--- config.mk ---
export PLATFORM = sky130hd
export DESIGN_NAME = pwm_standby_fault_manager
export DESIGN_NICKNAME = d
export VERILOG_FILES = /design/src/inc/pwm_event_pkg.sv /design/src/hw/level_sync.sv /design/src/hw/ms_timer.sv /design/src/hw/pwm_standby_fault_manager.sv
export VERILOG_INCLUDE_DIRS = /design/src /design/src/inc
export SDC_FILE = /design/constraint.sdc
export NUM_CORES = 1
export LEC_CHECK = 0
export ABC_CLOCK_PERIOD_IN_PS = 10400
export BUFFER_PORTS_ARGS = -buffer_cell sky130_fd_sc_hd__buf_2
export CAP_MARGIN = 10
export CORE_MARGIN = 1
export CORE_UTILIZATION = 44
export CTS_BUF_LIST = sky130_fd_sc_hd__clkbuf_8
export CTS_CLUSTER_DIAMETER = 50
export DETAILED_ROUTE_END_ITERATION = 8
export GPL_ROUTABILITY_DRIVEN = 1
export PLACE_DENSITY = 0.61
export SETUP_SLACK_MARGIN = 0.05
export SLEW_MARGIN = 30
export SYNTH_ARGS = -nofsm -noshare
export SYNTH_HDL_FRONTEND = slang
export SYNTH_SLANG_ARGS = --single-unit
--- constraint.sdc ---
create_clock -name clk_in -period 10.4 [get_ports clk_in]
set_input_delay 2.08 -clock clk_in [delete_from_list [all_inputs] [get_ports clk_in]]
set_output_delay 2.08 -clock clk_in [all_outputs]
set_load 0.1 [all_outputs]
--- src/inc/pwm_event_consts.svh ---
// Constants for the standby and fault event manager: timing figures and derived counts.
// Assumes the clock runs at the rate given by the clock constants below.
`ifndef PWM_EVENT_CONSTS_SVH
`define PWM_EVENT_CONSTS_SVH

// ==========================================================
// Clock.
`define CLK_FREQ_HZ        50000000
`define CLK_PERIOD_NS      20

// ==========================================================
// Timing figures and cycle counts.
// Leading edge mask time in ns, rounded up to whole cycles.
`define MASK_TIME_NS       250
`define MASK_CYCLES        ((`MASK_TIME_NS + `CLK_PERIOD_NS - 1) / `CLK_PERIOD_NS)
// Fault and light-load confirmation time in ms.
`define CONFIRM_TIME_MS    125
// Prescaler produces a 1 ms tick.
`define MS_CYCLES          (`CLK_FREQ_HZ / 1000)
// Soft-start time in ms, rounded up.
`define SOFT_START_MS      3
`define SOFT_START_US      2500

`endif

--- src/inc/pwm_event_pkg.sv ---
// Types shared by the standby and fault event manager.
// Assumes the constants header is included by the modules that need numbers.
package pwm_event_pkg;

    // ==========================================================
    // Main operating modes.
    typedef enum logic [2:0] {
        MODE_SOFT_START,
        MODE_NORMAL,
        MODE_FAULT_STOP,
        MODE_LATCH_OFF,
        MODE_RESTART_WAIT,
        MODE_CS_LATCHED
    } mode_t;

    // Synchronised detector levels.
    typedef struct packed {
        logic below_skip;       // Feedback below the lower skip level.
        logic above_skip_hyst;  // Feedback above skip level plus hysteresis.
        logic above_exit;       // Feedback above the standby exit level.
        logic pwm_trip;         // Current sense reached the feedback level.
        logic clamp_hit;        // Current sense reached the fixed clamp.
        logic cs_latch;         // Current sense above the latch level.
        logic uv_low;           // Supply below the low undervoltage threshold.
        logic uv_high;          // Supply above the high undervoltage threshold.
        logic latch_level;      // Supply at or below the latch-off level.
        logic reset_level;      // Supply below the reset level.
    } sense_t;

endpackage : pwm_event_pkg

--- src/hw/level_sync.sv ---
// Two-flop synchroniser for a bundle of detector levels.
// Assumes inputs are slow levels; the first stage feeds only the second.
`timescale 1ns/100ps
module level_sync #(
    parameter int WIDTH = 10
) (
    input  wire logic             clk_in,
    input  wire logic             reset_in,
    input  wire logic [WIDTH-1:0] level_in,
    output logic      [WIDTH-1:0] level_out
);

    // ==========================================================
    // State.
    typedef struct packed {
        logic [WIDTH-1:0] meta;   // First stage, read only by the second.
        logic [WIDTH-1:0] sync;   // Second stage.
    } sync_state_t;

    sync_state_t state_q;          // Registered state.
    sync_state_t state_d;          // Next state.

    // Shift the levels through two stages.
    always_comb begin
        state_d      = state_q;
        state_d.meta = level_in;
        state_d.sync = state_q.meta;
    end

    // Register the stages; reset clears both.
    always_ff @(posedge clk_in or posedge reset_in) begin
        if (reset_in) begin
            state_q <= '0;
        end else begin
            state_q <= state_d;
        end
    end

    assign level_out = state_q.sync;

endmodule : level_sync

--- src/hw/ms_timer.sv ---
// Millisecond confirmation timer with a clock prescaler.
// Assumes run_in is a level; dropping it clears the count at once.
`timescale 1ns/100ps
`include "pwm_event_consts.svh"
module ms_timer #(
    parameter int TICK_CYCLES = `MS_CYCLES,
    parameter int LIMIT_MS    = `CONFIRM_TIME_MS
) (
    input  wire logic clk_in,
    input  wire logic reset_in,
    input  wire logic run_in,
    output logic      done_out
);

    // ==========================================================
    // State.
    typedef struct packed {
        logic [25:0] pre;     // Prescaler count within one ms.
        logic [15:0] ms;      // Whole ms elapsed.
        logic        done;    // Limit reached.
    } timer_state_t;

    timer_state_t state_q;     // Registered state.
    timer_state_t state_d;     // Next state.

    // Count while running; clear as soon as the run level drops.
    always_comb begin
        state_d = state_q;
        if (!run_in) begin
            state_d = '0;
        end else if (!state_q.done) begin
            if (state_q.pre == 26'(TICK_CYCLES - 1)) begin
                state_d.pre = '0;
                state_d.ms  = state_q.ms + 16'h0001;
                if (state_q.ms == 16'(LIMIT_MS - 1)) begin
                    state_d.done = 1'b1;
                end
            end else begin
                state_d.pre = state_q.pre + 26'h0000001;
            end
        end
    end

    // Register the counter.
    always_ff @(posedge clk_in or posedge reset_in) begin
        if (reset_in) begin
            state_q <= '0;
        end else begin
            state_q <= state_d;
        end
    end

    assign done_out = state_q.done;

endmodule : ms_timer

--- src/hw/pwm_standby_fault_manager.sv ---
// Event manager of a current-mode PWM controller: skip cycles, bias switch, faults, restart.
// Assumes analog detectors arrive as digital levels and the oscillator pulse lasts one cycle.
// How it works
// - Feedback under quarter peak: clamp, skip pulses.
// - Light load confirmed by timer opens bias switch.
// - Skip bursts follow the hysteretic skip comparator.
// - Bias off in confirmed skip until exit level.
// - Exit level closes bias switch immediately.
// - Clamp level raises the error flag.
// - Mask current sense at on-time start.
// - Error flag held past timer stops drive.
// - Error flag drop resets timer, no action.
// - Confirmed fault enters latch-off at low supply.
// - Startup source on from latch level to high.
// - Restart every second startup sequence, but on the first one after sense latch release.
// - Restart resumes switching when error flag low.
// - Timeout in skip keeps bias switch open.
// - Supply undervoltage enters latch-off directly.
// - Off-time sense over latch level latches off.
// - Sense latch also opens bias switch.
// - Oscillator sets pulse latch, comparator resets.
// - Soft-start reruns on power-up and restart.
`timescale 1ns/100ps
`include "pwm_event_consts.svh"
module pwm_standby_fault_manager
    import pwm_event_pkg::*;
#(
    parameter int MASK_CYC   = `MASK_CYCLES,
    parameter int TICK_CYC   = `MS_CYCLES,
    parameter int CONFIRM_MS = `CONFIRM_TIME_MS,
    parameter int SOFT_MS    = `SOFT_START_MS
) (
    input  wire logic clk_in,
    input  wire logic reset_in,
    input  wire logic osc_pulse_in,          // One-cycle start of each oscillator period.
    input  wire logic fb_below_skip_in,      // Feedback under the skip level.
    input  wire logic fb_above_hyst_in,      // Feedback above skip level plus hysteresis.
    input  wire logic fb_above_exit_in,      // Feedback above the standby exit level.
    input  wire logic pwm_trip_in,           // PWM comparator tripped.
    input  wire logic clamp_hit_in,          // Current sense at the fixed clamp.
    input  wire logic cs_latch_in,           // Current sense above the latch level.
    input  wire logic uv_low_in,             // Supply below the low undervoltage threshold.
    input  wire logic uv_high_in,            // Supply above the high undervoltage threshold.
    input  wire logic latch_level_in,        // Supply at or below the latch-off level.
    input  wire logic reset_level_in,        // Supply below the reset level.
    output logic      drive_out,             // Gate drive request.
    output logic      pfc_supply_switch_out, // Bias switch closed when high.
    output logic      peak_clamp_out,        // Peak current held at the skip floor.
    output logic      skip_mode_out,         // Skip-cycle operation active.
    output logic      soft_start_out,        // Soft-start ramp running.
    output logic      startup_source_out,    // Startup current source on.
    output logic      low_power_out,         // Reduced consumption in latch-off.
    output logic      error_flag_out,        // Maximum-current condition seen.
    output logic      fault_out,             // Fault confirmed.
    output logic      cs_latched_out         // Permanent sense latch set.
);

    // ==========================================================
    // Synchronised inputs.
    sense_t raw_w;                            // Detector levels as they arrive.
    sense_t sense;                            // Detector levels after two flops.
    logic   light_done;                       // Light-load confirmation expired.
    logic   fault_done;                       // Fault confirmation expired.
    logic   soft_done;                        // Soft-start period expired.

    assign raw_w = '{below_skip: fb_below_skip_in, above_skip_hyst: fb_above_hyst_in,
                     above_exit: fb_above_exit_in, pwm_trip: pwm_trip_in,
                     clamp_hit: clamp_hit_in, cs_latch: cs_latch_in, uv_low: uv_low_in,
                     uv_high: uv_high_in, latch_level: latch_level_in,
                     reset_level: reset_level_in};

    // Every detector level crosses through the two-flop stage first.
    level_sync #(
        .WIDTH ($bits(sense_t))
    ) u_sync (
        .clk_in    (clk_in),
        .reset_in  (reset_in),
        .level_in  (raw_w),
        .level_out (sense)
    );

    // ==========================================================
    // State.
    typedef struct packed {
        mode_t      mode;        // Operating mode.
        logic       pulse;       // Pulse latch.
        logic [7:0] mask_cnt;    // Leading edge mask countdown.
        logic       skip;        // Skip-cycle operation.
        logic       burst_off;   // Bursts suppressed inside skip.
        logic       light_conf;  // Light load confirmed.
        logic       skip_fault;  // Timer expired during skip.
        logic       pfc_on;      // Bias switch closed.
        logic       divider;     // Divide-by-two startup counter.
        logic       src_on;      // Startup current source on.
        logic       error;       // Error flag.
        logic       fault;       // Fault confirmed.
        logic       soft_flag;   // Soft-start output, registered.
        logic       low_flag;    // Latch-off output, registered.
        logic       cs_flag;     // Sense latch output, registered.
    } state_t;

    state_t state_q;              // Registered state.
    state_t state_d;              // Next state.
    logic   on_pulse;             // Pulse latch may be set this period.
    logic   run_light;            // Light-load timer run level.
    logic   run_fault;            // Fault timer run level.
    logic   run_soft;             // Soft-start timer run level.

    // The confirmation timers only count while their condition stays true.
    assign run_light = state_q.skip && sense.below_skip && !state_q.light_conf;
    assign run_fault = state_q.error && (state_q.mode == MODE_NORMAL
                       || state_q.mode == MODE_SOFT_START);
    assign run_soft  = (state_q.mode == MODE_SOFT_START);

    ms_timer #(
        .TICK_CYCLES (TICK_CYC),
        .LIMIT_MS    (CONFIRM_MS)
    ) u_light (
        .clk_in   (clk_in),
        .reset_in (reset_in),
        .run_in   (run_light),
        .done_out (light_done)
    );

    ms_timer #(
        .TICK_CYCLES (TICK_CYC),
        .LIMIT_MS    (CONFIRM_MS)
    ) u_fault (
        .clk_in   (clk_in),
        .reset_in (reset_in),
        .run_in   (run_fault),
        .done_out (fault_done)
    );

    ms_timer #(
        .TICK_CYCLES (TICK_CYC),
        .LIMIT_MS    (SOFT_MS)
    ) u_soft (
        .clk_in   (clk_in),
        .reset_in (reset_in),
        .run_in   (run_soft),
        .done_out (soft_done)
    );

    // ==========================================================
    // Next-state logic. Supply events take priority over feedback events,
    // and the sense latch overrides everything until the supply collapses.
    always_comb begin
        state_d  = state_q;
        on_pulse = (state_q.mode == MODE_NORMAL || state_q.mode == MODE_SOFT_START)
                   && !(state_q.skip && state_q.burst_off);
        // Pulse latch: set by the oscillator, reset by the comparator outside the mask.
        if (state_q.mask_cnt != 8'h00) begin
            state_d.mask_cnt = state_q.mask_cnt - 8'h01;
        end
        if (osc_pulse_in && on_pulse) begin
            state_d.pulse    = 1'b1;
            state_d.mask_cnt = 8'(MASK_CYC);
        end else if (state_q.pulse && state_q.mask_cnt == 8'h00
                     && (sense.pwm_trip || sense.clamp_hit)) begin
            state_d.pulse = 1'b0;
        end
        if (!on_pulse) begin
            state_d.pulse = 1'b0;
        end
        // Error flag follows the clamp, sampled only after the mask.
        if (state_q.pulse && state_q.mask_cnt == 8'h00) begin
            state_d.error = sense.clamp_hit;
        end else if (!state_q.pulse && !sense.clamp_hit) begin
            state_d.error = 1'b0;
        end
        // Skip entry, bursts and exit.
        if (state_q.mode == MODE_NORMAL) begin
            if (!state_q.skip && sense.below_skip) begin
                state_d.skip      = 1'b1;
                state_d.burst_off = 1'b1;
            end else if (state_q.skip && sense.above_exit) begin
                state_d.skip       = 1'b0;
                state_d.burst_off  = 1'b0;
                state_d.light_conf = 1'b0;
                if (!state_q.skip_fault) begin
                    state_d.pfc_on = 1'b1;
                end
            end else if (state_q.skip) begin
                if (sense.below_skip) begin
                    state_d.burst_off = 1'b1;
                end else if (sense.above_skip_hyst) begin
                    state_d.burst_off = 1'b0;
                end
                if (light_done) begin
                    state_d.light_conf = 1'b1;
                    state_d.pfc_on     = 1'b0;
                end
            end
        end
        // Fault confirmation.
        if (fault_done) begin
            state_d.fault = 1'b1;
            state_d.mode  = MODE_FAULT_STOP;
            state_d.pulse = 1'b0;
            if (state_q.skip) begin
                state_d.skip_fault = 1'b1;
                state_d.pfc_on     = 1'b0;
            end
        end
        // Mode sequencing.
        case (state_q.mode)
            MODE_SOFT_START: begin
                if (soft_done && !fault_done) begin
                    state_d.mode = MODE_NORMAL;
                    if (!state_q.error && !state_q.skip_fault) begin
                        state_d.pfc_on = 1'b1;
                    end
                end
            end
            MODE_NORMAL: begin
                if (!state_q.error && !state_q.skip && !state_q.skip_fault) begin
                    state_d.pfc_on = state_q.pfc_on | state_q.fault;
                end
                if (state_q.fault && !state_q.error) begin
                    state_d.fault      = 1'b0;
                    state_d.skip_fault = 1'b0;
                    state_d.pfc_on     = 1'b1;
                end
            end
            MODE_FAULT_STOP: begin
                if (sense.uv_low) begin
                    state_d.mode = MODE_LATCH_OFF;
                end
            end
            MODE_LATCH_OFF: begin
                if (sense.latch_level) begin
                    state_d.src_on = 1'b1;
                    state_d.mode   = MODE_RESTART_WAIT;
                end
            end
            MODE_RESTART_WAIT: begin
                if (sense.uv_high) begin
                    state_d.src_on  = 1'b0;
                    state_d.divider = ~state_q.divider;
                    if (state_q.divider) begin
                        state_d.mode  = MODE_SOFT_START;
                        state_d.error = 1'b0;
                        state_d.skip  = 1'b0;
                        state_d.light_conf = 1'b0;
                    end else begin
                        state_d.mode = MODE_LATCH_OFF;
                    end
                end
            end
            MODE_CS_LATCHED: begin
                state_d.pfc_on = 1'b0;
                // A collapsed supply releases the latch into a fresh startup; the next
                // high threshold restarts at once, as a power-up would.
                if (sense.reset_level && !sense.cs_latch) begin
                    state_d.mode    = MODE_RESTART_WAIT;
                    state_d.src_on  = 1'b1;
                    state_d.divider = 1'b1;
                end
            end
            default: begin
                state_d.mode = MODE_FAULT_STOP;
            end
        endcase
        // Supply undervoltage goes straight to latch-off while running.
        if (sense.uv_low && (state_q.mode == MODE_NORMAL || state_q.mode == MODE_SOFT_START)) begin
            state_d.mode   = MODE_LATCH_OFF;
            state_d.pulse  = 1'b0;
            state_d.skip   = 1'b1;
            state_d.pfc_on = 1'b0;
        end
        // Off-time sense latch is permanent until the supply resets.
        if (sense.cs_latch && !state_q.pulse && state_q.mode != MODE_CS_LATCHED) begin
            state_d.mode   = MODE_CS_LATCHED;
            state_d.pulse  = 1'b0;
            state_d.pfc_on = 1'b0;
            state_d.src_on = 1'b0;
        end
        // Mode decodes are registered so that every output leaves a flip-flop.
        state_d.soft_flag = (state_d.mode == MODE_SOFT_START);
        state_d.low_flag  = (state_d.mode == MODE_LATCH_OFF);
        state_d.cs_flag   = (state_d.mode == MODE_CS_LATCHED);
    end

    // Register all state; a low supply reset reruns soft-start from scratch.
    always_ff @(posedge clk_in or posedge reset_in) begin
        if (reset_in) begin
            state_q           <= '0;
            state_q.mode      <= MODE_SOFT_START;
            state_q.soft_flag <= 1'b1;
        end else begin
            state_q <= state_d;
        end
    end

    // ==========================================================
    // Outputs, straight from flip-flops.
    assign drive_out             = state_q.pulse;
    assign pfc_supply_switch_out = state_q.pfc_on;
    assign peak_clamp_out        = state_q.skip;
    assign skip_mode_out         = state_q.skip;
    assign soft_start_out        = state_q.soft_flag;
    assign startup_source_out    = state_q.src_on;
    assign low_power_out         = state_q.low_flag;
    assign error_flag_out        = state_q.error;
    assign fault_out             = state_q.fault;
    assign cs_latched_out        = state_q.cs_flag;
endmodule : pwm_standby_fault_manager

---- Word level (Yosys, flattened, before mapping) ----
Index checks and enable logic that the tools add are counted.
storage, ports and cells
  input bits .............................. 13
  output and inout port bits .............. 10
  register bits ........................... 173
  logic and storage cells ................. 182
cells by class
  eq/ne operators ......................... 26
  reduce and logical (&&, ||, !) cells .... 46
  bitwise logic cells ..................... 2
  $add $sub $neg .......................... 7
  muxes and demuxes ....................... 75
operator list
  cell                                                                number
  43-bit 2-to-1 mux                                                   6
  26-bit by 1-bit adder with 26-bit output, second input constant     3
  26-bit by 16-bit == test with 1-bit output, second input constant   3
  26-bit 2-to-1 mux                                                   3
  17-bit 2-to-1 mux                                                   3
  16-bit by 1-bit adder with 16-bit output, second input constant     3
  1-bit 2-to-1 mux                                                    39
  16-bit by 7-bit == test with 1-bit output, second input constant    2
  3-bit 2-to-1 mux                                                    7
  1-bit logical AND                                                   20
  3-bit case mux with 6 select lines                                  1
  16-bit by 2-bit == test with 1-bit output, second input constant    1
  2-bit 2-to-1 mux                                                    8
  8-bit 2-to-1 mux                                                    2
  2-bit inequality test, second input constant                        7
  4-bit 2-to-1 mux                                                    3
  3-bit by 2-bit == test with 1-bit output, second input constant     3
  3-bit == test, second input constant                                3
  1-bit zero test                                                     9
  8-bit zero test                                                     1
  4-bit nonzero test                                                  2
  8-bit nonzero test                                                  1
  8-bit by 1-bit subtractor with 8-bit output, second input constant  1
  3-bit zero test                                                     2
  15 further kinds                                                    23

---- Logic depth before layout (Yosys ltp) ----
  word-level depth ........................ 12
  mapped depth ............................ 8
  mapped depth without buffers ............ 7

---- Cells and area by module ----
Synthesis repeated with hierarchy kept, for this count alone.
second synthesis, totals
  cells, all modules ...................... 1057
  area, all modules ....................... 9599.2 um^2
by module, submodules not included
  module                     area an instance (um^2)  times used  cells each  sequential area each (um^2)
  ms_timer at u_light        2576.2                   1           293         1076.0
  ms_timer at u_soft         2537.4                   1           296         1076.0
  ms_timer at u_fault        2503.7                   1           283         1076.0
  pwm_standby_fault_manager  1477.7                   1           164         601.8
  level_sync                 504.2                    1           21          500.5

---- Least setup slack after synthesis ----
No wires, ideal clock.
  kind .................................... flip-flop to output port
  from .................................... register state_q (netlist bit peak_clamp_out)
  to ...................................... output port skip_mode_out
  data arrival time ....................... 1386 ps
  data required time ...................... 8320 ps
  slack ................................... 6934 ps
  stages on the path, launching flop included .. 2
  buffers on the path ..................... 1
  cells stage by stage .................... dfrtp_1 -> buf_4
RTL lines
  element                 RTL line                          RTL
  start, declared         pwm_standby_fault_manager.sv:102  state_t state_q;
  start signal, assigned  pwm_standby_fault_manager.sv:292  state_q <= state_d;
  end, declared           pwm_standby_fault_manager.sv:49   output logic skip_mode_out,
No word-level cell between the ends.

---- Worst setup path after layout ----
  from .................................... register state_q (netlist bit peak_clamp_out)
  to ...................................... output port skip_mode_out
No word-level cell between the ends.

==> results.yml <==
status:
  status: "completed"
global_routing:
  grt_overflow: 0
  grt_start_max_net_pins: 64
  grt_pass1_vias: 6976
  antenna_found_initial: 0
  grt_use_total_pct: 20.70
  grt_pass1_wl_mm: 35.91
clocking:
  clock_latency_ns: 0.47
  clk_pin_slew_ns: 0.08
  clk_path_buf_depth: 2
  cts_sinks: 173
  post-cts-setup-buffers: 0
  root_buffer: "clkbuf_8"
  cts_buffers: 17
  cts-hold-fix-buffers: 0
  cts-resized-gates: 0
  cts_tree: "built"
  htree_levels: 4
power_and_ir_drop:
  internal_power_mw: 1.066
  clockPowerShare_pct: 29.6
  combPwrFrac_pct: 22.8
  power_density_mw_per_mm2: 165.9
  power.leakage_nw: 3.901
  p_switching_uw: 577.3
  seq_power_share_pct: 47.6
  swShare_pct: 35.13
  ir_drop_v: 0.0001233
sta:
  finalMaxSlewViolations: 0
  fmax_mhz: 269.3
  hold_ws_ns: 0.3519
  tightestPinTransition_ns: 0.9634
  setup_viol: 0
  timing.slew.headroom_pct: 35.28
  fin_crit_sh_pct: 35.71
  setup-tns-final_ns: 0
  min_period_ns: 3.714
  fin_ws_ns: 6.686
  hold_viol: 0
  fin_worst_skew_ns: 0.01517
  grt_setup_unrepaired: "no"
yosys:
  synth_top_cell_by_area: "dfrtp_1"
  ys_warn_count: 0
  syn_nets: 1045
  yosysTopAreaCellShare_pct: 47.02
  synth-seq-cells: 173
  synth_edf_count: 0
  synth-main-ff-cell: "dfrtp_1"
  synthesis.area_sq_mm: 0.009154
  ys_types: 71
  synthArstFlopShare_pct: 100.0
  syn_inst: 1022
  ys_top_cells_by_area: "dfrtp_1 47%, a21oi_1 4.4%, nand2_1 4.1%"
  ys_seq_area_share_pct: 47.31
  synth_area_per_cell_sq_um: 8.957
placement:
  pre_cts_ws_ns: 6.236
  place_hpwl_mm: 13.94
  place_inst: 1270
  port_buffers: 22
  place_congestion: 0.8307
finish:
  multi_input_area_sq_mm: 0.004493
  areaGrowthSynthToFinish_pct: 8.188
  final_util_pct: 48.79
  seq_area_sq_mm: 0.004330
  n_antenna_cell: 0
  n_fill_cell: 1966
  drive_gt1_share_pct: 8.624
  fin_nets: 1042
  layout.cells.non_filler: 1302
detailed_routing:
  wl_per_cell_um: 16.18
  drc: 0
  wirelength_mm: 21.07
  drt_iter0_markers: 573
  dr_total_vias: 7737
  drt_first_pass_iters: 5
  antenna_left: 0
  viasPerCell: 5.942
critical_path:
  crit_fanout: 15
  worst-path-buf-inv: 1
  crit_required_ns: 8.32
  worstPathArrival_ns: 1.63
  crit_chain: "buf_2"
  crit_path_start_kind: "register"
  slowest_delay_ns: 0.65
  crit_path_top_delay_cell: "dfrtp_1"
  crit_family: "flip-flops"
  critPathCaptureType: "output pin"
  criticalPathCategory: "reg2out"
worst_hold_path:
  holdCritPathClass: "reg2reg"
floorplanning:
  die_w_um: 146.2
  coreArea_sq_mm: 0.02030
  num_rows: 52
  die_area_sq_mm: 0.02138
  start_util_pct: 45.09
  die-height_um: 146.2
  ios: 23
job:
  maxCapViolations: 0
[layout make-up]
class | instances | share of cell area [%]
clock buffers | 21 | 2.919
clock inverters | 11 | 1.175
inverters | 43 | 1.680
multi-input cells | 754 | 45.37
flip-flops and latches | 173 | 43.73
well taps | 270 | 3.411
repair buffers | 30 | 1.718
[synthesized netlist by cell type (3+ instances only)]
library cell	number
nor2b_1	6
a31o_2	6
nor3b_1	5
inv_1	43
a21oi_1	81
o21bai_1	3
nor2_1	71
nor4bb_1	3
nand4_1	28
a22o_1	3
xor2_1	6
ha_1	10
and3_1	19
a32oi_1	3
nor4b_1	4
or3_1	40
a211oi_1	4
nand2b_1	8
nand3b_1	6
clkbuf_1	46
or3b_2	3
dfrtp_1	172
nand3_1	51
xnor2_1	18
nor4_1	27
and4_1	14
mux2i_1	9
nor3_1	31
o21ai_0	59
o211ai_1	8
a31oi_1	39
and2_1	6
nand2_1	100
or2_2	6
o31ai_1	7
or4_1	21
o31a_1	3
a21o_1	3
a41oi_1	11
[flip-flops by register name (all words and copies together), names as in the netlist, 10 cells and up]
| register | flops |
|---|---|
| u_sync.level_out | 10 |
| u_light.state_q | 42 |
| state_q | 15 |
| u_fault.state_q | 42 |
| u_sync.state_d | 10 |
| u_soft.state_q | 42 |
[per-layer routing]
metal	global-route usage, %	vias to the layer above	part of all wire (%)	routed length [um]
met4	4.583	0	0.76	161
met3	3.969	13	4.2	881
li1	-	3798	-	-
met2	30.45	171	44	9319
met1	31.41	3755	51	10710
met5	0	-	0	0
[kinds of logic after synthesis]
logic type      synth area share (%)
compound gates                 17.15
xor+xnor                       2.296
fa+ha+maj                      1.367
buf+inv                        4.046
flops                          47.31
mux                            1.107
simple gates                   26.72
[final timing paths]
| kind | startpoint | endpoint | slack [ns] | cells past startpoint |
|---|---|---|---|---|
| min in group asynchronous | reset_in | u_light.state_q[30]$_DFFE_PP0P_ | 1.66 | 2 |
| worst min register to register | u_sync.state_d[2]$_DFF_PP0_ | u_sync.level_out[2]$_DFF_PP0_ | 0.35 | 0 |
| worst max register to register | u_soft.state_q[17]$_DFFE_PP0P_ | u_soft.state_q[12]$_DFFE_PP0P_ | 7.24 | 6 |
| worst min-delay path | u_sync.state_d[2]$_DFF_PP0_ | u_sync.level_out[2]$_DFF_PP0_ | 0.35 | 0 |
| max in group asynchronous | reset_in | u_light.state_q[22]$_DFFE_PP0P_ | 6.89 | 4 |
| worst max-delay path | peak_clamp_out$_DFF_PP0_ | skip_mode_out | 6.69 | 1 |
[power groups by stage]
| stage | Sequential, mW | Combinational [mW] | Clock, mW |
|---|---|---|---|
| floorplan | 0.832 | 0.256 | 0 |
| global placement | 0.794 | 0.371 | 0 |
| detailed placement | 0.795 | 0.375 | 0 |
| CTS | 0.782 | 0.376 | 0.499 |
| global route | 0.792 | 0.415 | 0.527 |
| finish | 0.783 | 0.375 | 0.486 |
[stage by stage]
step | cell area, sq um | power [mW]
finish | 9903 | 1.643
global route | 9903 | 1.734
CTS | 9884 | 1.657
detailed placement | 9479 | 1.170
global placement | 9469 | 1.165
floorplan | 9154 | 1.088
[cell usage in the layout (no fill, tap or decap), drive strengths merged, types with 9 or more instances in the layout]
master	Yosys	final
dfrtp	172	172
nand2	100	100
a21oi	81	81
nor2	71	71
o21ai	61	61
nand3	51	51
inv	43	44
or3	40	40
a31oi	39	39
nor3	31	31
buf	6	30
nand4	28	28
nor4	27	27
or4	21	21
clkbuf	46	21
and3	19	19
xnor2	18	18
and4	14	14
a41oi	11	11
ha	10	10
mux2i	9	9
Note: power is estimated with default switching activity, not from simulation.
